`src/rtl/eeprom_slave_defines.vh`:
```
// Purpose: Shared constants of the two-wire EEPROM slave bit layer
// Assumes: Core clock of 10 MHz
// Notes:   Definitions only
`ifndef EEPROM_SLAVE_DEFINES_VH
`define EEPROM_SLAVE_DEFINES_VH

// Core clock period
`define CLK_PERIOD_NS      100
// glitch_filter_width, low-voltage and higher-voltage ranges
`define GLITCH_LV_NS       100
`define GLITCH_HV_NS       50
// Filter width in cycles, rounded up, at least one; a pulse must last one cycle longer to pass
`define GLITCH_LV_CYC      ((`GLITCH_LV_NS + `CLK_PERIOD_NS - 1) / `CLK_PERIOD_NS)
`define GLITCH_HV_CYC      ((`GLITCH_HV_NS + `CLK_PERIOD_NS - 1) / `CLK_PERIOD_NS)
`define FILT_CNT_W         3
// Byte framing
`define BITS_PER_BYTE      4'h8
`define BIT_CNT_RST        4'h0
// Byte sent when no transmit data is offered
`define TX_FILL_BYTE       8'hff
`define BYTE_RST           8'h00

`endif

```
`src/rtl/byte_buffer.v`:
```
// Purpose: Two-entry byte buffer with valid and ready on both sides
// Assumes: Single clock, synchronous active-high reset
// Notes:   Head entry drives the outputs directly from registers
`timescale 1ns/10ps
`include "eeprom_slave_defines.vh"

module byte_buffer
(
   // Clock and reset
   input  wire       ref_clk,
   input  wire       srst,
   // Fill side
   input  wire [7:0] inData,
   input  wire       inValid,
   output wire       inReady,
   // Drain side
   output reg  [7:0] outData_r,
   output reg        outValid_r,
   input  wire       outReady
);

   reg  [7:0] tailData_r;
   reg        tailValid_r;
   wire       push;
   wire       pop;

   // Ready only while the tail slot is free, so a stalled drain fills both
   assign inReady = ~tailValid_r;
   assign push    = inValid & inReady;
   assign pop     = outValid_r & outReady;

   always @(posedge ref_clk)
   begin
      if (srst)
      begin
         outData_r   <= `BYTE_RST;
         outValid_r  <= 1'b0;
         tailData_r  <= `BYTE_RST;
         tailValid_r <= 1'b0;
      end
      else
      begin
         if (pop)
         begin
            if (tailValid_r)
            begin
               outData_r   <= tailData_r;
               tailValid_r <= 1'b0;
            end
            else
            begin
               outValid_r <= 1'b0;
            end
         end
         if (push)
         begin
            if (~outValid_r | pop)
            begin
               outData_r  <= inData;
               outValid_r <= 1'b1;
            end
            else
            begin
               tailData_r  <= inData;
               tailValid_r <= 1'b1;
            end
         end
      end
   end

endmodule

```
`src/rtl/eeprom_two_wire_slave.v`:
```
// Purpose: Bit and byte layer of a two-wire EEPROM slave with power-on gating
// Assumes: SCL, SDA and the supply monitor are asynchronous to ref_clk
// Notes:   No clock stretching; a byte that cannot be buffered is not acknowledged
// Contract
// Sample SDA on rising SCL, change driven SDA only on falling SCL.
// Bytes move most significant bit first, one bit per SCL clock.
// Every byte takes nine clocks: eight data, one acknowledge.
// After eight bits the receiver answers ACK or NACK in clock nine.
// Master clocks each byte and acknowledge without pauses or skipped clocks.
// SDA changes only while SCL low, steady while SCL high.
// SDA change while SCL high is Start or Stop, not data.
// Any number of bytes between Start and Stop.
// Bus is idle only when SCL and SDA are both high.
// Master initiates and controls every operation; device only responds.
// Reject SCL and SDA pulses shorter than 100 ns or 50 ns.
// Ignore all commands until supply passes power_on_threshold.
// Master waits power_up_wait, 100 us, before first command.
// SDA falling with SCL high is Start, leaving standby.
// SDA rising with SCL high is Stop, ending transfer, back to standby.
// Transmitter releases after eighth clock; receiver drives ACK through ninth.
// Master NACK during a read makes the device release SDA.
// Pins are synchronised, filtered, and edges found on filtered values.
`timescale 1ns/10ps
`include "eeprom_slave_defines.vh"

module eeprom_two_wire_slave
(
   // Clock and reset
   input  wire       ref_clk,
   input  wire       srst,
   // Power-on comparator, high once supply is above power_on_threshold
   input  wire       supplyAboveThreshold,
   // Filter range select, high for the higher-voltage range
   input  wire       highVoltageRange,
   // Two-wire pins
   input  wire       sclIn,
   input  wire       sdaIn,
   output reg        sdaOut_r,
   output reg        sdaOe_r,
   // Received bytes
   output wire [7:0] rxData,
   output wire       rxValid,
   input  wire       rxReady,
   // Transmit control and data
   input  wire       ackEnable,
   input  wire       txMode,
   input  wire [7:0] txData,
   input  wire       txValid,
   output reg        txTaken_r,
   // Bus events and status
   output reg        startSeen_r,
   output reg        stopSeen_r,
   output reg        masterNack_r,
   output reg        rxOverrun_r,
   output reg        active_r,
   output reg        busIdle_r
);

   localparam [5:0] ST_IDLE = 6'b000001;
   localparam [5:0] ST_RX   = 6'b000010;
   localparam [5:0] ST_ACKO = 6'b000100;
   localparam [5:0] ST_TX   = 6'b001000;
   localparam [5:0] ST_ACKI = 6'b010000;
   localparam [5:0] ST_HOLD = 6'b100000;

   reg  [2:0]              meta_r;
   reg  [2:0]              sync_r;
   wire [1:0]              filt;
   reg                     sclPrev_r;
   reg                     sdaPrev_r;
   reg  [5:0]              state_r;
   reg  [3:0]              bitCnt_r;
   reg  [7:0]              rxShift_r;
   reg  [7:0]              txShift_r;
   reg                     pushValid_r;
   reg  [7:0]              pushData_r;
   wire                    pushReady;
   wire [31:0]             limitWide;
   wire [`FILT_CNT_W-1:0]  filtLimit;
   wire                    sclF;
   wire                    sdaF;
   wire                    sclRise;
   wire                    sclFall;
   wire                    startCond;
   wire                    stopCond;
   wire                    powered;
   // Two flops per pin before any logic looks at it
   always @(posedge ref_clk)
   begin
      if (srst)
      begin
         meta_r <= 3'h7;
         sync_r <= 3'h7;
      end
      else
      begin
         meta_r <= {supplyAboveThreshold, sdaIn, sclIn};
         sync_r <= meta_r;
      end
   end

   assign limitWide = highVoltageRange ? `GLITCH_HV_CYC : `GLITCH_LV_CYC;
   assign filtLimit = limitWide[`FILT_CNT_W-1:0];

   // A new level must persist beyond the filter width before it is taken
   genvar i;
   generate
      for (i = 0; i < 2; i = i + 1)
      begin : g_filt
         reg                    level_r;
         reg [`FILT_CNT_W-1:0]  cnt_r;
         always @(posedge ref_clk)
         begin
            if (srst)
            begin
               level_r <= 1'b1;
               cnt_r   <= {`FILT_CNT_W{1'b0}};
            end
            else if (sync_r[i] == level_r)
               cnt_r <= {`FILT_CNT_W{1'b0}};
            else if (cnt_r >= filtLimit)
            begin
               level_r <= sync_r[i];
               cnt_r   <= {`FILT_CNT_W{1'b0}};
            end
            else
               cnt_r <= cnt_r + 1'b1;
         end
         assign filt[i] = level_r;
      end
   endgenerate

   assign sclF      = filt[0];
   assign sdaF      = filt[1];
   assign powered   = sync_r[2];
   assign sclRise   = sclF & ~sclPrev_r;
   assign sclFall   = ~sclF & sclPrev_r;
   // SDA moving while SCL stays high is never data
   assign startCond = sclF & sclPrev_r & sdaPrev_r & ~sdaF;
   assign stopCond  = sclF & sclPrev_r & ~sdaPrev_r & sdaF;
   always @(posedge ref_clk)
   begin
      if (srst)
      begin
         sclPrev_r    <= 1'b1;
         sdaPrev_r    <= 1'b1;
         state_r      <= ST_IDLE;
         bitCnt_r     <= `BIT_CNT_RST;
         rxShift_r    <= `BYTE_RST;
         txShift_r    <= `TX_FILL_BYTE;
         pushValid_r  <= 1'b0;
         pushData_r   <= `BYTE_RST;
         sdaOut_r     <= 1'b0;
         sdaOe_r      <= 1'b0;
         txTaken_r    <= 1'b0;
         startSeen_r  <= 1'b0;
         stopSeen_r   <= 1'b0;
         masterNack_r <= 1'b0;
         rxOverrun_r  <= 1'b0;
         active_r     <= 1'b0;
         busIdle_r    <= 1'b0;
      end
      else
      begin
         sclPrev_r    <= sclF;
         sdaPrev_r    <= sdaF;
         pushValid_r  <= 1'b0;
         txTaken_r    <= 1'b0;
         startSeen_r  <= 1'b0;
         stopSeen_r   <= 1'b0;
         masterNack_r <= 1'b0;
         rxOverrun_r  <= 1'b0;
         busIdle_r    <= sclF & sdaF & state_r[0];
         active_r     <= ~state_r[0];
         if (~powered)
         begin
            // Held in power-on reset: the bus is ignored and SDA released
            state_r  <= ST_IDLE;
            bitCnt_r <= `BIT_CNT_RST;
            sdaOe_r  <= 1'b0;
         end
         else if (startCond)
         begin
            // Also a repeated Start in the middle of a transfer
            state_r     <= ST_RX;
            bitCnt_r    <= `BIT_CNT_RST;
            sdaOe_r     <= 1'b0;
            startSeen_r <= 1'b1;
         end
         else if (stopCond)
         begin
            state_r    <= ST_IDLE;
            bitCnt_r   <= `BIT_CNT_RST;
            sdaOe_r    <= 1'b0;
            stopSeen_r <= ~state_r[0];
         end
         else
         begin
            case (state_r)
               ST_RX:
               begin
                  if (sclRise)
                  begin
                     rxShift_r <= {rxShift_r[6:0], sdaF};
                     bitCnt_r  <= bitCnt_r + 1'b1;
                  end
                  else if (sclFall && bitCnt_r == `BITS_PER_BYTE)
                  begin
                     // Ack only a byte the buffer can take, else leave SDA high
                     state_r     <= ST_ACKO;
                     bitCnt_r    <= `BIT_CNT_RST;
                     sdaOe_r     <= ackEnable & pushReady;
                     pushValid_r <= ackEnable & pushReady;
                     pushData_r  <= rxShift_r;
                     rxOverrun_r <= ackEnable & ~pushReady;
                  end
               end
               ST_ACKO:
               begin
                  if (sclFall)
                  begin
                     // Ninth clock over: release, or start the next byte out
                     if (txMode)
                     begin
                        state_r   <= ST_TX;
                        txTaken_r <= txValid;
                        txShift_r <= txValid ? {txData[6:0], 1'b1}
                                             : {`TX_FILL_BYTE};
                        sdaOe_r   <= txValid ? ~txData[7] : 1'b0;
                     end
                     else
                     begin
                        state_r <= ST_RX;
                        sdaOe_r <= 1'b0;
                     end
                  end
               end
               ST_TX:
               begin
                  if (sclRise)
                     bitCnt_r <= bitCnt_r + 1'b1;
                  else if (sclFall)
                  begin
                     if (bitCnt_r == `BITS_PER_BYTE)
                     begin
                        // Release after the eighth clock for the master's answer
                        state_r  <= ST_ACKI;
                        bitCnt_r <= `BIT_CNT_RST;
                        sdaOe_r  <= 1'b0;
                     end
                     else
                     begin
                        sdaOe_r   <= ~txShift_r[7];
                        txShift_r <= {txShift_r[6:0], 1'b1};
                     end
                  end
               end
               ST_ACKI:
               begin
                  if (sclRise && sdaF)
                  begin
                     // Master is done reading; SDA stays released for its Stop
                     state_r      <= ST_HOLD;
                     masterNack_r <= 1'b1;
                  end
                  else if (sclFall)
                  begin
                     // Acknowledged: next byte follows with no spare clock
                     state_r   <= ST_TX;
                     txTaken_r <= txValid;
                     txShift_r <= txValid ? {txData[6:0], 1'b1}
                                          : {`TX_FILL_BYTE};
                     sdaOe_r   <= txValid ? ~txData[7] : 1'b0;
                  end
               end
               ST_HOLD:
                  sdaOe_r <= 1'b0;
               default:
               begin
                  state_r <= ST_IDLE;
                  sdaOe_r <= 1'b0;
               end
            endcase
         end
      end
   end

   byte_buffer i_byte_buffer
   (
      .ref_clk    (ref_clk),
      .srst       (srst),
      .inData     (pushData_r),
      .inValid    (pushValid_r),
      .inReady    (pushReady),
      .outData_r  (rxData),
      .outValid_r (rxValid),
      .outReady   (rxReady)
   );
endmodule

```
`config.mk`:
```
export PLATFORM = sky130hd
export DESIGN_NAME = eeprom_two_wire_slave
export DESIGN_NICKNAME = d
export VERILOG_FILES = /design/src/rtl/byte_buffer.v /design/src/rtl/eeprom_two_wire_slave.v
export VERILOG_INCLUDE_DIRS = /design/src /design/src/rtl
export SDC_FILE = /design/constraint.sdc
export NUM_CORES = 1
export LEC_CHECK = 0
export BUFFER_PORTS_ARGS = -buffer_cell sky130_fd_sc_hd__buf_4
export CORE_MARGIN = 3
export CORE_UTILIZATION = 55
export CTS_BUF_LIST = sky130_fd_sc_hd__clkbuf_8
export DETAILED_ROUTE_END_ITERATION = 10
export GPL_TIMING_DRIVEN = 0
export MAX_ROUTING_LAYER = met4
export PLACE_DENSITY = 0.75
export SLEW_MARGIN = 40
export SYNTH_ARGS = -nofsm -noshare
export SYNTH_HDL_FRONTEND = slang
export SYNTH_SLANG_ARGS = --single-unit
```
`constraint.sdc`:
```
create_clock -name ref_clk -period 1.8 [get_ports ref_clk]
set_input_delay 0.27 -clock ref_clk [delete_from_list [all_inputs] [get_ports ref_clk]]
set_output_delay 0.27 -clock ref_clk [all_outputs]
set_load 0.005 [all_outputs]
```
Yosys cells after proc, flatten, opt, wreduce, memory -nomap -nowiden
Index checks and enable logic that the tools add are counted.
{"block": "word_totals", "output_inout_bits": 18, "in_bits": 18, "regBits": 77}
{"block": "op_classes", "n_reduce_logical": 21, "order_cmp": 2, "eq_ne": 30, "n_mux": 56, "add_sub_neg": 3, "bitwise_logic": 34}
{"operator": "two-way mux 8 bit", "n": 12}
{"operator": "two-way mux 6 bit", "n": 8}
{"operator": "case mux 6 bit (5 select lines)", "n": 1}
{"operator": "two-way mux 4 bit", "n": 6}
{"operator": "!= test 4 bit, second input constant", "n": 6}
{"operator": "case mux 8 bit (3 select lines)", "n": 1}
{"operator": "two-way mux 1 bit", "n": 23}
{"operator": "!= test 2 bit, second input constant", "n": 10}
{"operator": "NOT 1 bit", "n": 20}
{"operator": "AND reduction 8 bit", "n": 2}
{"operator": "!= test 3 bit, second input constant", "n": 5}
{"operator": "bitwise AND 1 bit", "n": 13}
{"operator": "AND reduction 11 bit", "n": 1}
{"operator": "case mux 4 bit (2 select lines)", "n": 1}
{"operator": "OR reduction 4 bit", "n": 2}
{"operator": "AND reduction 7 bit", "n": 1}
{"operator": "OR reduction 7 bit", "n": 1}
{"operator": "adder 3 x 1 -> 3 bit, second input constant", "n": 2}
{"operator": "== test 6 x 2 -> 1 bit, second input constant", "n": 1}
{"operator": "== test 6 x 3 -> 1 bit, second input constant", "n": 1}
{"operator": "== test 6 x 4 -> 1 bit, second input constant", "n": 1}
{"operator": "== test 6 x 5 -> 1 bit, second input constant", "n": 1}
{"operator": "== test 6 bit, second input constant", "n": 1}
{"operator": "greater-or-equal comparator 3 x 1 -> 1 bit, second input constant", "n": 2}
{"operator": "18 further kinds", "n": 24}

Depth between registers and ports, before layout
Gate-level depths: netlist (run 1).
{"block": "depth", "word_depth": 8, "mapped_depth": 8, "mapped_depth_nobuf": 7}

Modules after synthesis
Synthesis (run 1) repeated with hierarchy kept, for this count alone.
{"block": "unflattened", "cells_unflattened": 382, "hier_area_um2": 3527.1}
{"module": "eeprom_two_wire_slave", "instances": 1, "cells_each": 297, "area_per_inst_um2": 2727.6, "seq_area_each_um2": 1161.1}
{"module": "byte_buffer", "instances": 1, "cells_each": 85, "area_per_inst_um2": 799.5, "seq_area_each_um2": 360.3}

Worst setup path after synthesis (run 1)
OpenSTA, ideal clock, no wires.
{"block": "synth_timing", "path_kind": "register -> register", "startpoint": "reg sclPrev_r", "endpoint": "reg state_r[1]", "slack_ps": -71, "synth_period_minus_slack_ps": 1871, "stages_incl_launch_ff": 8, "setup_ps": 123, "arrival_ps": 1747, "t_required_ps": 1677, "path_cell_list": "dfxtp_1 -> inv_1 -> ha_1 -> nand2b_1 -> a41oi_1 -> a21oi_1 -> or3_1 -> mux2_1"}
{"block": "synth_between", "elab_chain_cells": 7, "elab_cells_between_ends": 23, "classes_between": "8 x eq/ne; 4 x mux; 8 x bitwise; 3 x reduce/logical"}
{"item": "start, declared", "line": "eeprom_two_wire_slave.v:69", "text": "reg sclPrev_r;"}
{"item": "start signal, assigned", "line": "eeprom_two_wire_slave.v:165", "text": "sclPrev_r <= sclF;"}
{"item": "NOT 1 bit", "line": "eeprom_two_wire_slave.v:136", "text": "assign sclRise = sclF & ~sclPrev_r;"}
{"item": "bitwise AND 1 bit", "line": "eeprom_two_wire_slave.v:136"}
{"item": "logical AND 1 bit", "line": "eeprom_two_wire_slave.v:260", "text": "if (sclRise && sdaF)"}
{"item": "two-way mux 6 bit", "line": "eeprom_two_wire_slave.v:260"}
{"item": "case mux 6 bit (5 select lines)", "line": "eeprom_two_wire_slave.v:199", "text": "case (state_r)"}
{"item": "two-way mux 2 bit", "line": "eeprom_two_wire_slave.v:190", "text": "else if (stopCond)"}
{"item": "two-way mux 2 bit", "line": "eeprom_two_wire_slave.v:182", "text": "else if (startCond)"}
{"item": "end signal, assigned", "line": "eeprom_two_wire_slave.v:185", "text": "state_r <= ST_RX;"}
{"item": "end signal, assigned", "line": "eeprom_two_wire_slave.v:192", "text": "state_r <= ST_IDLE;"}
{"item": "end signal, assigned", "line": "eeprom_two_wire_slave.v:263", "text": "state_r <= ST_HOLD;"}
{"item": "end, declared", "line": "eeprom_two_wire_slave.v:71", "text": "reg [5:0] state_r;"}
Parallel ways exist; a longest one is shown, timed or not.
A chain may end at the register's enable or synchronous reset.

Final worst setup path (run 1)
{"block": "layout_timing", "startpoint": "reg bitCnt_r[0]", "endpoint": "reg state_r[1]"}
{"block": "layout_between", "elab_chain_cells": 4, "elab_cells_between_ends": 5, "classes_between": "3 x eq/ne; 2 x reduce/logical"}
{"item": "start, declared", "line": "eeprom_two_wire_slave.v:72", "text": "reg [3:0] bitCnt_r;"}
{"item": "start signal, assigned", "line": "eeprom_two_wire_slave.v:148", "text": "bitCnt_r <= `BIT_CNT_RST;"}
{"item": "start signal, assigned", "line": "eeprom_two_wire_slave.v:179", "text": "bitCnt_r <= `BIT_CNT_RST;"}
{"item": "start signal, assigned", "line": "eeprom_two_wire_slave.v:186", "text": "bitCnt_r <= `BIT_CNT_RST;"}
{"item": "== test 4 bit (no source line) (*)"}
{"item": "logical AND 1 bit (no source line)"}
{"item": "!= test 4 bit (no source line)"}
{"item": "AND reduction 8 bit (no source line) (*)"}
{"item": "end signal, assigned", "line": "eeprom_two_wire_slave.v:147", "text": "state_r <= ST_IDLE;"}
{"item": "end signal, assigned", "line": "eeprom_two_wire_slave.v:178", "text": "state_r <= ST_IDLE;"}
{"item": "end signal, assigned", "line": "eeprom_two_wire_slave.v:185"}
Mark *: on every way between the ends. The rest lies on a longest branch, timed or not.

==> flow_results.org, run 1 <==
** Status
- Run status :: finished, violations left
- Failing checks :: setup timing

** Synthesis
- Of all cell types, the one taking the most synthesized area is sky130_fd_sc_hd__dfxtp_1.
- By area the synthesized netlist is led by sky130_fd_sc_hd__dfxtp_1 44%, sky130_fd_sc_hd__mux2i_1 12%, sky130_fd_sc_hd__nor2_1 7.0%, sky130_fd_sc_hd__a21oi_1 4.2%, sky130_fd_sc_hd__ha_1 3.2%.
- Yosys mapped the design onto 53 distinct sky130hd cell types.
- In this run, synthesis produced a sequential element count of 76.
- Yosys synthesis warning count :: 0
- In this run the cell area of the synthesized design comes to 0.00348 mm2.
- The most used flip-flop cell after synthesis is sky130_fd_sc_hd__dfxtp_1.
- Of the post-synthesis cell area, the dominant cell type holds 0.437.
- Number of nets produced by synthesis :: 416
- For this run, the register share of the synthesized area comes to 0.437.
- Synthesized instance count :: 389
- Synthesized area per cell :: approximately 9 um2
- Count of flip-flops with a built-in enable after synthesis :: 0
- For this run, asynchronously set or reset flops after synthesis account for 0.

** GRT
- Entering global routing, the biggest net connects 13 pins.
- The first global-routing pass estimated 13100 um of wire.
- Via count of the first global-routing pass :: around 2800
- Overall overflow remaining after global route :: 0
- Global-route total usage across every layer :: 0.232
- The number of antenna violations at the first check in global routing is 0.

** Pwr
- Summed over all cells, the static leakage comes to 1.85 nW.
- Summed over all nets, the switching power comes to 1.07 mW.
- Switching power as a share of total power :: 0.284
- IR Drop Worst-Case VDD :: 0.599 mV
- The share of total power dissipated in sequential elements is 0.477.
- Power spread over the standard cell area amounts to about 860 mW/mm2.
- Internal Pwr Total :: 2.70 mW
- The share of total power dissipated in combinational logic is 0.180.
- Of the total power, the clock network draws 0.342.

** Timing
- Max Slew Vio Count :: 0
- Hold is met by about 100 ps.
- Subtracting the final worst setup slack from the clock period gives ~1900 ps.
- Worst slew margin :: 0.633
- Final Cycle Share :: 1.04
- Adding up every negative setup slack in the final design gives -259 ps.
- Fin Clk Skew :: 17.8 ps
- Static timing analysis puts the maximum clock frequency at 533 MHz.
- Unrepaired setup endpoints after global routing :: yes
- For the pin with the worst max-slew slack, the measured transition is 547 ps.
- Setup violations remaining at the end of the flow were counted as 7.
- The final hold violation count was 0.
- After layout, the worst setup slack is -77.1 ps.

** Finish
- Area growth from synthesis to layout :: 25.6%
- Fraction of layout instances using a drive strength above 1 :: 0.283
- N_diodes :: 0
- Final-layout fill cell count :: ~450
- The library cell used most frequently in the layout, excluding fill and tap cells, is sky130_fd_sc_hd__dfxtp_1.
- After the last flow step, the layout net total stands at 472.
- In the layout the commonest cells are 70 x sky130_fd_sc_hd__dfxtp_1, 65 x sky130_fd_sc_hd__nor2_1, 51 x sky130_fd_sc_hd__buf_4.
- Final core occ :: 0.726

** Drt
- TritonRoute pass-1 iters :: 5
- Routed via count :: roughly 3000
- In the routed design, unresolved DRC markers number 0.
- Detailed-route wire length per cell :: between 15 and 20 um
- Using the TritonRoute via totals, the vias-per-cell ratio works out to 5.56.
- Summed over all layers, the routed wires come to slightly above 8000 um.
- In this run the remaining antenna-violating nets after routing total 0.
- Iteration-0 DRC Markers :: 120

** Die
- After floorplanning, the core was sized to cover 0.00603 mm2.
- Horiz. Die Dim :: 85.6 um
- From bottom edge to top edge, the die measures 85.6 um.
- Starting Density :: 0.578
- In this run the count of I/O pins placed on the die edge is 36.
- Row generation in the floorplan step produced 28 rows.
- The die covers 0.00733 mm2.

** Clocking
- The clock tree synthesis step divided the H-tree into 3 levels.
- Clock Tree Buf Depth :: 2
- Clock tree synthesis inserted a total of 9 buffers.
- Clk Tree Root Cell :: sky130_fd_sc_hd__clkbuf_8
- The later pin in the worst-skew pair is clocked with a latency of 350 ps.
- Clock transition at the register clock pins on the worst setup and hold paths after CTS :: roughly 90 ps
- Clock sink count :: 76
- CTS tree :: yes
- In this run, post-CTS hold repair placed 0 buffers.

** Placement
- Number of buffers inserted by port buffering :: 31
- Post-detailed-placement half-perimeter wirelength :: 5220 um
- The congestion estimate from routability-driven global placement came to about 0.86.

** Worst setup path
- Counting buffers and inverters, the worst setup path is 7 cells deep.
- Number of buffer and inverter stages on the critical path :: 1
- Cell class contributing the biggest share of worst-path delay :: simple AND/OR/NAND/NOR gates
- Peak fanout along the critical path :: 3
- Required time at the worst-slack endpoint :: 2050 ps
- Cell depth of the worst flop-to-flop path :: 7
- CP max stage delay :: 410 ps
- The slowest stage of the critical path belongs to the cell sky130_fd_sc_hd__or3_4.
- Data arrival time of the critical path :: 2130 ps
- Setup crit end kind :: register
- By startpoint and endpoint, the worst setup path is classified as reg2reg.
- Startpoint types :: register
- The critical path goes through inv_2 > ha_4 > nand3b_1 > a41oi_2 > a21oi_2 > or3_4 > mux2_4.

** Worst hold path
- The worst hold path was traced through 2 stages.
- In this run the worst hold path is classified as in2reg.

** Run
- Max-cap violations in this run came to 0.
## cells by family (layout without fill, tap and decap cells)
logic type | Yosys count | after routing | share of synthesized area
mux | 43 | 43 | 0.124
xor+xnor | 8 | 8 | 0.0201
fa+ha+maj | 9 | 9 | 0.0323
flops | 76 | 76 | 0.437
simple gates | 142 | 142 | 0.208
compound gates | 65 | 65 | 0.121
buf+inv | 45 | 105 | 0.0567
other cells | 1 | 1 | 0.00108
## stage by stage
stage | setup WS, ps | power, mW | std cells | area, um2
2_1_floorplan | 11.2 | 2.19 | 389 | 3500
3_3_place_gp | -248 | 2.33 | 495 | 3820
3_5_place_dp | -268 | 2.34 | 495 | 3820
4_1_cts | 0.273 | 3.69 | 519 | 4250
5_1_grt | -160 | 3.93 | 524 | 4380
6_report | -77.1 | 3.77 | 524 | 4380
## repair_timing
action	CTS	global route
setup buffers	11	5
endpoints found under the setup margin	30	44
resized for setup	42	24
pin swaps	6	7
hold endpoints to repair	0	0
## registers in the layout, summed over array words and instances (netlist names), 2 cells and up
name and cells:
bitCnt_r 4, state_r 6, i_byte_buffer.outData_r 8, pushData_r 8, g_filt.cnt_r 6, sync_r 3, txShift_r 7, g_filt.level_r 2
meta_r 3, i_byte_buffer.tailData_r 8, rxShift_r 8
## power groups by stage
stage	clock, mW	sequential, mW	combinational, mW
finish	1.29	1.80	0.679
global route	1.38	1.81	0.736
CTS	1.30	1.79	0.594
detailed placement	0	1.82	0.525
global placement	0	1.81	0.518
floorplan	0	1.81	0.379
## Yosys cell counts, types with 3 or more instances
master and number:
sky130_fd_sc_hd__a211oi_1 8, sky130_fd_sc_hd__a21oi_1 29, sky130_fd_sc_hd__a41oi_1 4, sky130_fd_sc_hd__buf_2 5
sky130_fd_sc_hd__buf_4 4, sky130_fd_sc_hd__clkbuf_1 12, sky130_fd_sc_hd__dfxtp_1 76, sky130_fd_sc_hd__ha_1 9
sky130_fd_sc_hd__inv_1 22, sky130_fd_sc_hd__mux2i_1 42, sky130_fd_sc_hd__nand2_1 20, sky130_fd_sc_hd__nand2b_1 5
sky130_fd_sc_hd__nand3_1 9, sky130_fd_sc_hd__nor2_1 65, sky130_fd_sc_hd__nor3_1 7, sky130_fd_sc_hd__o21ai_0 6
sky130_fd_sc_hd__or2_2 9, sky130_fd_sc_hd__or3_1 3, sky130_fd_sc_hd__or4_1 3, sky130_fd_sc_hd__xnor2_1 5
sky130_fd_sc_hd__xor2_1 3
## layer usage
metal	share of wire	global-route usage	wire, um	vias to the layer above
met5	0	-	0	-
met4	0.022	0.112	180	0
met3	0.043	0.0548	350	16
met2	0.50	0.388	4000	81
met1	0.44	0.258	3540	1371
li1	-	-	-	1447
## area by class of cell
class / count / area, um2 / area share
Multi-Input combinational cell: 268 / 1960 / 0.449
Sequential cell: 76 / 1530 / 0.350
Timing Repair Buffer: 47 / 369 / 0.0843
Buffer: 21 / 144 / 0.0329
Clock buffer: 10 / 138 / 0.0314
Tap cell: 75 / 93.8 / 0.0214
Inverter: 22 / 82.6 / 0.0189
Clock inverter: 5 / 52.6 / 0.0120
## worst paths after layout
path	startpoint	slack, ps	to
max reg2reg	bitCnt_r[0]	-80	state_r[1]
max	bitCnt_r[0]	-80	state_r[1]
min	supplyAboveThreshold	100	meta_r[2]
min reg2reg	meta_r[2]	410	sync_r[2]
(Power assumes the default switching activity.)
==> inputs of run 2 (changes only) <==
- BUFFER_PORTS_ARGS: -buffer_cell sky130_fd_sc_hd__buf_4 -> -buffer_cell sky130_fd_sc_hd__buf_2
- CORE_ASPECT_RATIO: not set -> 0.75
==> run 2 against run 1 <==
The run still ends with setup timing left. Global-route usage shrank 0.077 points. Worst setup slack gained 15 ps. Via count grew 2.4%. Core utilization grew 0.52 points. Clock skew shrank 9.2 ps. Critical path depth is the same. Sequential share of layout area grew 0.35 points. First-iteration DRC count grew 110%. Non-clock buffer count grew 2. Fmax grew 0.80%. Critical path type unchanged. Largest cell class unchanged. Highest routed layer unchanged.
==> flow_results.org, run 2 (synthesis results as in run 1) <==
** Die
- The die is approximately 75 um tall.
- Die ar. :: 0.00734 mm2
- Site Rows :: 24
- In this run the count of I/O pins placed on the die edge is 36.
- The region available for standard cell placement spans approximately 0.006 mm2.
- The floorplan step set the die width to 97.9 um.
- For this configuration, the core starts out at a cell density of 0.583.

** Clocking
- After clock tree synthesis, the flow added hold-fix buffers numbering 0.
- Clock sink count :: 76
- Counting the buffers created by CTS gives 9.
- After clock tree synthesis, the clock-pin slew on the worst setup and hold paths is ~80 ps.
- Insertion delay of the later-clocked pin in the worst-skew pair :: 350 ps
- In this run the deepest clock path goes through 2 buffers.
- In this run the clock root is driven by a sky130_fd_sc_hd__clkbuf_8.
- Level count of the clock H-tree :: 3
- CTS tree :: yes

** Worst setup path
- Data arrival time of the critical path :: 2100 ps
- Peak fanout along the critical path :: 3
- Worst path cell trace :: inv_2 > ha_4 > nand3b_1 > a41oi_2 > a21oi_2 > or3_4 > mux2_4
- The number of cells on the worst reg-to-reg path is 7.
- Cell class contributing the biggest share of worst-path delay :: simple AND/OR/NAND/NOR gates
- Required time at the worst-slack endpoint :: 2040 ps
- In this run the critical register-to-register path is captured at state_r[1].
- Slowest CP cell :: sky130_fd_sc_hd__or3_4
- The worst register-to-register path begins at bitCnt_r[0].
- Startpoint types :: register
- Number of buffer and inverter stages on the critical path :: 1
- Setup crit end kind :: register
- Setup slack on the worst reg-to-reg path comes out at -60 ps.
- In this design, the stage delay of the slowest critical-path cell is 400 ps.
- Worst setup path category :: reg2reg

** Placement
- Counting tap cells, the placed design contains a total of 498 instances.
- Number of buffers inserted by port buffering :: 31
- Once detailed placement completed, the half-perimeter wirelength came to approximately 5400 um.
- Placed instance area :: roughly 0.0037 mm2
- GP Congestion :: 0.920

** Finish
- N_diodes :: 0
- Final Non-Filler Cells :: 530
- After routing the design area is around 0.0044 mm2.
- Post-layout nets :: 474
- Fraction of layout instances using a drive strength above 1 :: 0.301
- Counting the fill cells in the layout gives 454.
- Summing all flip-flop and latch instances after layout gives 0.00155 mm2.
- Area growth from synthesis to layout :: 25.5%
- Most common cell after layout, fill and taps aside :: sky130_fd_sc_hd__dfxtp_1
- Summing all multi-input logic gate instances after layout gives 0.00198 mm2.
- Final core occ :: 0.732
- Commonest cells after routing, fill and taps aside :: 67 x sky130_fd_sc_hd__dfxtp_1, 65 x sky130_fd_sc_hd__nor2_1, 41 x sky130_fd_sc_hd__mux2i_1

** Pwr
- Pleak :: 1.86 nW
- The worst-case IR drop observed on VDD is 0.711 mV.
- In this run the power density over the cells is 878 mW/mm2.

** Drt
- TritonRoute pass-1 iters :: 7
- Post-detailed-route count of antenna-violating nets :: 0
- Iteration-0 DRC Markers :: 254
- Routed WL :: about 8300 um
- After detailed routing, the number of vias per cell comes to 5.63.
- After detailed routing, the number of remaining DRC violations is 0.
- Detailed-route wire length per cell :: 15.7 um
- Across all layers, the routed design uses 2985 vias.

** GRT
- The number of antenna violations at the first check in global routing is 0.
- The first global-routing pass estimated ~13000 um of wire.
- Peak-usage layer in the global routing report :: met2
- The total overflow left after global routing is 0.
- GR met2 Demand/Resource :: 0.330
- Via count of the first global-routing pass :: approximately 2700
- Global-route total usage across every layer :: 0.231
- Global routing usage on met3 :: 0.0565
- Global routing usage on met1 :: 0.326
- Entering global routing, the biggest net connects 15 pins.

** Timing
- Fin Clk Skew :: 8.59 ps
- The number of max-slew violations in the final report came to 0.
- Setup violations remaining at the end of the flow were counted as 5.
- Measured against its own limit, the worst slew margin works out to 0.512.
- At the pin with the least slew margin, the transition time is 724 ps.
- Of the available clock period, the critical path in the final layout requires 1.03.
- Shortest period the worst path allows :: 1860 ps
- Hold timing on the final database bottoms out at a slack of 102 ps.
- Crit path setup slack, layout :: -62.3 ps
- Derived from the worst setup path, the maximum achievable clock frequency is 537 MHz.
- Setup repair after global routing could not meet its margin everywhere.
- The final hold violation count came to 0.

** Worst hold path
- The worst hold path belongs to the class in2reg.
- The path with the worst hold slack has its endpoint at meta_r[1].
- The worst hold path begins at sdaIn.
- Count of cells along the worst hold path :: 2

** Run
- Max_cap viols :: 0

** Status
- Failing checks :: setup timing
- Run status :: finished, violations left
==> run 2: changes by cell type in the layout (fill, tap and decap cells not counted), moves of 3 or more <==
cell                      delta
sky130_fd_sc_hd__dfxtp_4     +4
sky130_fd_sc_hd__buf_2      +31
sky130_fd_sc_hd__buf_4      -29
sky130_fd_sc_hd__dfxtp_1     -3
sky130_fd_sc_hd__o21ai_1     -3
==> run 2: area by class of cell <==
class / count / share of cell area
multi-input combinational: 268 / 0.452
sequential: 76 / 0.354
timing repair buffer: 51 / 0.0744
clock buffer: 10 / 0.0315
buffer: 19 / 0.0303
tap: 78 / 0.0223
inverter: 22 / 0.0195
clock inverter: 6 / 0.0160
==> run 2: worst max-delay path by stage <==
stage                      startpoint           end  depth (start not counted)
final                     bitCnt_r[0]    state_r[1]                          7
after global routing      bitCnt_r[0]       sdaOe_r                          7
after CTS                 bitCnt_r[0]       sdaOe_r                          7
after detailed placement   state_r[4]  rxShift_r[4]                          7
after global placement     state_r[4]  rxShift_r[7]                          7
after floorplan            state_r[4]  txShift_r[5]                          8
==> run 2: timing repair <==
item | in CTS | in global routing
gates resized for setup | 37 | 39
buffers inserted | 11 | 10
pin swaps | 8 | 13
setup endpoints to repair | 33 | 44
==> run 2: metal layers <==
metal	up-vias	part of all wire
met2	117	0.42
li1	1451	-
met1	1392	0.49
met4	0	0.021
met5	-	0
met3	25	0.065
==> run 2: power breakdown <==
group / internal (mW) / switching (mW) / total [mW]
sequential: 1.74 / 0.0664 / 1.80
clock: 0.691 / 0.672 / 1.36
combinational: 0.290 / 0.383 / 0.673
==> run 2: per-stage QoR <==
stage | worst slack [ps] | TNS, ps | power (mW)
after floorplan | 11.2 | 0 | 2.19
final | -62.3 | -146 | 3.84
after CTS | -50.5 | -67.7 | 3.76
after global routing | -103 | -1360 | 4.01
after detailed placement | -319 | -7300 | 2.32
after global placement | -280 | -6660 | 2.31
